File: config.mk
export PLATFORM = sky130hd
export DESIGN_NAME = psc_panel_ctrl
export DESIGN_NICKNAME = d
export VERILOG_FILES = /design/src/include/psc_pkg.sv /design/src/rtl/psc_panel_ctrl.sv
export SDC_FILE = /design/constraint.sdc
export NUM_CORES = 1
export LEC_CHECK = 0
export ABC_CLOCK_PERIOD_IN_PS = 4690
export BUFFER_PORTS_ARGS = -buffer_cell sky130_fd_sc_hd__clkbuf_2
export CORE_ASPECT_RATIO = 1.5
export CORE_MARGIN = 1.5
export CORE_UTILIZATION = 50
export DETAILED_ROUTE_END_ITERATION = 8
export GPL_ROUTABILITY_DRIVEN = 0
export GPL_TIMING_DRIVEN = 0
export PLACE_DENSITY = 0.68
export SYNTH_ARGS = -nofsm -noshare
export SYNTH_HDL_FRONTEND = slang
export SYNTH_SLANG_ARGS = --single-unit
export TNS_END_PERCENT = 100
File: constraint.sdc
create_clock -name clk -period 4.69 [get_ports clk]
set_input_delay 0.7035 -clock clk [delete_from_list [all_inputs] [get_ports clk]]
set_output_delay 0.7035 -clock clk [all_outputs]
set_load 0.02 [all_outputs]
File: src/include/psc_pkg.sv
// Package of constants for the panel run/stop/step control.
package psc_pkg;

  // ***************************************************************
  // Timing
  // ***************************************************************
  localparam int CLK_PERIOD_NS    = 100;
  localparam int SLOW_PACE_MS     = 786;
  localparam int NORMAL_PACE_MS   = 3;
  // Slow tick period in clock cycles, longest time rounds down.
  localparam int SLOW_PACE_CYCLES = (SLOW_PACE_MS * 1000000) / CLK_PERIOD_NS;
  localparam int DIV_W            = 24;
  localparam int PANEL_DIV_W      = 4;
  localparam int PANEL_DIV_CYCLES = 16;

  // ***************************************************************
  // Reset values
  // ***************************************************************
  localparam logic [DIV_W-1:0]       DIV_RST       = 24'h000000;
  localparam logic [PANEL_DIV_W-1:0] PANEL_DIV_RST = 4'h0;

  typedef enum logic [1:0] {
    PSC_RUN  = 2'b00,
    PSC_STOP = 2'b01,
    PSC_STEP = 2'b11
  } psc_mode_t;

endpackage : psc_pkg

File: src/rtl/psc_panel_ctrl.sv
// Front-panel run, stop, single-step and slow-step control.
// How it works
// - One panel ready output: low makes the processor wait, high lets it run.
// - Operator stop clears the run condition, dropping panel ready.
// - Stop input passes two latch stages, each on a panel tick.
// - Stop flop is loaded only on sync, strobe and fetch status together.
// - That coincidence only occurs in machine cycle one.
// - Once set, the stop flop holds itself until a run command.
// - While stopped, the other panel switches are enabled.
// - A step request sets the step flop, raising panel ready.
// - Next fetch coincidence clears the step flop, back to wait.
// - Outside slow mode, every further step needs a new step press.
// - Pulling either strap drops fetch status from the clear: step per machine cycle.
// - Slow mode gates a 24-bit divider tick into the step set path.
// - Slow pace is about 786 ms per instruction cycle.
// - After a slow step another starts while slow is still selected.
`timescale 1ns/1ns
module psc_panel_ctrl
  import psc_pkg::*;
#(
  parameter int SLOW_CYCLES = SLOW_PACE_CYCLES
) (
  input  wire logic clk,
  input  wire logic rst_b,
  input  wire logic stop_req,
  input  wire logic run_req,
  input  wire logic step_req,
  input  wire logic slow_sel,
  input  wire logic fetch_qualify_strap_a,
  input  wire logic fetch_qualify_strap_b,
  input  wire logic cycle_sync,
  input  wire logic status_latch_strobe,
  input  wire logic fetch_status_bit,
  output logic      panel_ready_out,
  output logic      switches_enable,
  output logic      panel_sync_tick,
  output logic      slow_pace_tick
);

  // ***************************************************************
  // Pin synchronisers
  // ***************************************************************
  // Every pin passes two flops; the first stage is read by nothing else.
  // The straps are combined only after the second stage, so no gate sees a raw pin.
  logic [8:0] pin_meta_reg;
  logic [8:0] pin_sync_reg;
  wire  [8:0] pin_raw = {stop_req, run_req, step_req, slow_sel, fetch_qualify_strap_a,
                         fetch_qualify_strap_b, cycle_sync, status_latch_strobe,
                         fetch_status_bit};

  always_ff @(posedge clk) begin
    if (!rst_b) begin
      pin_meta_reg <= 9'h000;
      pin_sync_reg <= 9'h000;
    end else begin
      pin_meta_reg <= pin_raw;
      pin_sync_reg <= pin_meta_reg;
    end
  end

  wire stop_s   = pin_sync_reg[8];
  wire run_s    = pin_sync_reg[7];
  wire step_s   = pin_sync_reg[6];
  wire slow_s   = pin_sync_reg[5];
  // Both straps must be fitted for fetch status to qualify the step clear.
  wire strap_s  = pin_sync_reg[4] & pin_sync_reg[3];
  wire sync_s   = pin_sync_reg[2];
  wire strobe_s = pin_sync_reg[1];
  wire fetch_s  = pin_sync_reg[0];

  // ***************************************************************
  // Panel tick and slow divider
  // ***************************************************************
  logic [PANEL_DIV_W-1:0] panel_div_reg;
  logic [DIV_W-1:0]       slow_div_reg;
  logic                   panel_tick_reg;
  logic                   slow_tick_reg;

  wire panel_wrap = (panel_div_reg == PANEL_DIV_W'(PANEL_DIV_CYCLES - 1));
  wire slow_wrap  = (slow_div_reg == DIV_W'(SLOW_CYCLES - 1));

  always_ff @(posedge clk) begin
    if (!rst_b) begin
      panel_div_reg  <= PANEL_DIV_RST;
      slow_div_reg   <= DIV_RST;
      panel_tick_reg <= 1'b0;
      slow_tick_reg  <= 1'b0;
    end else begin
      panel_div_reg  <= panel_wrap ? PANEL_DIV_RST : panel_div_reg + 1'b1;
      slow_div_reg   <= slow_wrap ? DIV_RST : slow_div_reg + 1'b1;
      panel_tick_reg <= panel_wrap;
      slow_tick_reg  <= slow_wrap;
    end
  end

  // ***************************************************************
  // Stop path and qualifying coincidence
  // ***************************************************************
  logic stop_sync_stage_one;
  logic stop_sync_stage_two;
  logic step_prev_reg;

  always_ff @(posedge clk) begin
    if (!rst_b) begin
      stop_sync_stage_one <= 1'b0;
      stop_sync_stage_two <= 1'b0;
    end else if (panel_tick_reg) begin
      stop_sync_stage_one <= stop_s;
      stop_sync_stage_two <= stop_sync_stage_one;
    end
  end

  // Fetch status is only high in machine cycle one, so this marks an instruction start.
  wire fetch_start = sync_s & strobe_s & fetch_s;
  // Without the strap every machine cycle's sync clears the step flop.
  wire step_clear  = sync_s & strobe_s & (fetch_s | ~strap_s);
  wire step_pulse  = step_s & ~step_prev_reg;
  wire step_set    = step_pulse | (slow_s & slow_tick_reg);

  // ***************************************************************
  // Control state machine
  // ***************************************************************
  psc_mode_t mode_reg;
  psc_mode_t mode_next;

  always_comb begin
    mode_next = mode_reg;
    unique case (mode_reg)
      PSC_RUN: begin
        if (stop_sync_stage_two && fetch_start) begin
          mode_next = PSC_STOP;
        end
      end
      PSC_STOP: begin
        if (run_s) begin
          mode_next = PSC_RUN;
        end else if (step_set) begin
          mode_next = PSC_STEP;
        end
      end
      PSC_STEP: begin
        if (step_clear) begin
          mode_next = PSC_STOP;
        end
      end
      default: mode_next = PSC_STOP;
    endcase
  end

  always_ff @(posedge clk) begin
    if (!rst_b) begin
      mode_reg        <= PSC_RUN;
      step_prev_reg   <= 1'b0;
      panel_ready_out <= 1'b1;
      switches_enable <= 1'b0;
    end else begin
      mode_reg        <= mode_next;
      step_prev_reg   <= step_s;
      panel_ready_out <= (mode_next != PSC_STOP);
      switches_enable <= (mode_next == PSC_STOP);
    end
  end

  assign panel_sync_tick = panel_tick_reg;
  assign slow_pace_tick  = slow_tick_reg;
endmodule : psc_panel_ctrl

==> results by group <==
Logic synthesis
  – Seq/Total Area, Yosys: 0.530
  – Synth area leaders: dfxtp_1 (53%), and2_1 (6.0%), nor2_1 (3.8%), xnor2_1 (3.4%), a21oi_1 (3.1%)
  – Syn_nets: about 230
  – Biggest area consumer among synthesized cells: dfxtp_1
  – Avg Inst Size Synth: approximately 9.7 sq um
  – Cells after synthesis: 214
  – Library cells used by synthesis: 38
  – Synth top area share: 0.530
  – Warnings, synthesis: 0
  – Netlist Area Pre-Place: 2080 sq um
  – Synth Register Bits: 55

Routing
  – DRC errors left: 0
  – Drt first-iter violations: 25
  – Pre-Repair DR Iteration Count: 5
  – Vias: between 1500 and 2000
  – Avg WL per Cell: about 12 um
  – Number of routed nets with antenna violations: 0
  – DRT Wirelength: approximately 3500 um
  – Via-per-instance ratio: roughly 5.5

CTS
  – Setup bufs post-CTS: 0
  – CTS tree: built
  – Worst-Skew Late Latency: around 0.3 ns
  – Clock slew at reported path FFs: 0.09 ns
  – Post-cts sizing count: 0
  – Htree depth: 2
  – Clock root buffer: clkbuf_8
  – Num CTS Buffers: 5
  – CTS max path bufs: 2
  – Hold-fix buffers, CTS: 0
  – Clock Sinks: 55

Cells and area
  – FILL cells: 375
  – Share of cells above drive strength 1: 0.132
  – # diodes: 0
  – Most frequent cells in the layout: dfxtp_1 (55), nor2_1 (21), and2_1 (20)
  – NumNets Final: about 250
  – Max FFs per register: 24
  – Most common cell after layout, fill and taps aside: dfxtp_1
  – Synthesis-to-layout area growth: 11.2%

Setup path
  – Data arrival, critical path: 2.54 ns
  – Reg-to-reg endpoint: slow_div_reg[3]
  – Reg2Reg Setup Slack: between 2 and 2.5 ns
  – Cell at the slowest stage of the critical path: or4_1
  – Data required, critical path: 4.88 ns
  – Critical-path cell list: ha_1, nand3_1, or4_1, o31ai_4, buf_2, nor2_1
  – Worst reg2reg path startpoint: slow_div_reg[0]
  – R2R depth: 6
  – CP endpoint kind: register
  – Crit path kind: register to register
  – Worst setup SP type: register
  – Max Fanout on Critical Path: 10
  – CP max stage delay: 0.63 ns

GRT
  – Initial antenna violation count: 0
  – Largest net degree at the start of global routing: 17
  – First-pass GRT wire length: approximately 6000 um
  – Grt ovf: 0
  – Gr usage total: 0.171
  – Vias in the first global route: 1456

Pwr
  – Clock power share: 0.366
  – Sequential Power Share: 0.602
  – Switching share of power: 0.197
  – Worst VDD drop: 0.311 mV
  – Overall Power: ~0.81 mW
  – Static leakage: a little over 0.8 nW
  – Internal power: 0.647 mW
  – Power share of the combinational group: 0.032
  – PwrDens: 349 nW/um^2
  – Switch Pwr: about 0.16 mW

Placement
  – Port bufs: 14
  – HPWL after DPL: about 2600 um

STA
  – RSZ-0062 raised after global routing: false
  – Max_slew headroom: 0.725
  – Max-slew violations: 0
  – Worst-Margin Slew: between 0.4 and 0.5 ns
  – Setup TNS Final: 0 ns
  – Final Skew: 0.00699 ns
  – Final hold violations: 0
  – Final Critical Period: ~2.4 ns
  – Final Cycle Share: 0.502
  – Max Freq: 425 MHz
  – Endpoints failing setup: 0

Hold path
  – Hold Crit Class: register to register
  – Worst Min Path Start: pin_meta_reg[3]
  – Hold path depth: 1
  – Worst Hold Path EP: pin_sync_reg[3]

Die
  – Die width: 55.6 um
  – Die Footprint: approximately 4600 sq um
  – Core ar.: 3960 sq um
  – Std cell rows: 28
  – Die height: 82.0 um
  – Starting density of the core: 0.525
  – # IOs: 15

Outcome
  – Status: finished, final reports clean

Flow run
  – Max Cap Viol: 0
-- kinds of logic after synthesis --
| logic type | after synthesis | share of synthesized area |
|---|---|---|
| xor+xnor | 13 | 0.0548 |
| mux | 2 | 0.00963 |
| buf+inv | 12 | 0.0271 |
| fa+ha+maj | 2 | 0.0120 |
| flops | 55 | 0.530 |
| compound gates | 29 | 0.0903 |
| simple gates | 101 | 0.276 |
-- Yosys cell counts, drive strengths merged --
library cell,number
dfxtp,55
nor2,21
and2,20
a21oi,13
nand2,12
nand4,10
nand3,9
xnor2,8
or4,7
inv,6
o21ai,6
o31ai,5
xor2,5
buf,4
nor3,4
nor4,3
or3,3
and3,2
and4,2
clkbuf,2
ha,2
mux2i,2
nand2b,2
a211o,1
a21boi,1
a31o,1
a41oi,1
and3b,1
nand4b,1
nor2b,1
nor3b,1
o21a,1
or2,1
or3b,1
-- layout make-up --
cell class	instances	area [sq um]	area share
Buffer	6	33.8	0.0146
Clock buffer	5	68.8	0.0298
Clock inverter	2	37.5	0.0162
Inverter	6	22.5	0.00975
Multi-Input combinational cell	147	921	0.398
Sequential cell	55	1100	0.476
Tap cell	45	56.3	0.0244
Timing Repair Buffer	14	70.1	0.0303
-- critical path, delay by kind of cell (launching register included) --
family	cells	cell delay, ns
buffers and inverters	1	0.30
AOI/OAI and AO/OA	1	0.38
adders and majority gates	1	0.26
DFF	1	0.40
and+or+nand+nor	3	0.91
-- per-layer routing --
| layer | GRT usage | up-vias | part of all wire |
|---|---|---|---|
| met5 | 0 | - | 0 |
| li1 | - | 788 | - |
| met1 | 0.166 | 721 | 0.41 |
| met3 | 0.0299 | 8 | 0.024 |
| met4 | 0.0951 | 0 | 0.021 |
| met2 | 0.338 | 19 | 0.55 |
-- power by group through the flow --
stage	Sequential (mW)	Clock, mW	Combinational (mW)
after detailed placement	0.496	0	0.0264
after global placement	0.495	0	0.0259
after CTS	0.485	0.306	0.0267
after floorplan	0.494	0	0.0172
after global routing	0.487	0.321	0.0305
final	0.485	0.295	0.0260
-- worst max-delay path by stage --
stage	from	to	slack [ns]	cells after the start
after floorplan	slow_div_reg[0]	slow_div_reg[3]	2.69	6
after global placement	slow_div_reg[0]	slow_div_reg[3]	2.38	6
after detailed placement	slow_div_reg[0]	slow_div_reg[4]	2.34	6
after CTS	slow_div_reg[0]	slow_div_reg[3]	2.33	6
after global routing	slow_div_reg[0]	slow_div_reg[8]	2.15	6
final	slow_div_reg[0]	slow_div_reg[3]	2.34	6
-- per-stage QoR --
stage / hold WS [ns] / instance area [sq um] / worst slack (ns) / utilization / cells
floorplan: 0.412 / 2080 / 2.69 / - / 214
global placement: 0.414 / 2200 / 2.38 / 0.557 / 273
detailed placement: 0.419 / 2200 / 2.34 / 0.557 / 273
CTS: 0.441 / 2310 / 2.33 / 0.584 / 280
global route: 0.453 / 2310 / 2.15 / 0.584 / 280
finish: 0.438 / 2310 / 2.34 / 0.584 / 280
Power figures use the tool's default switching activity.
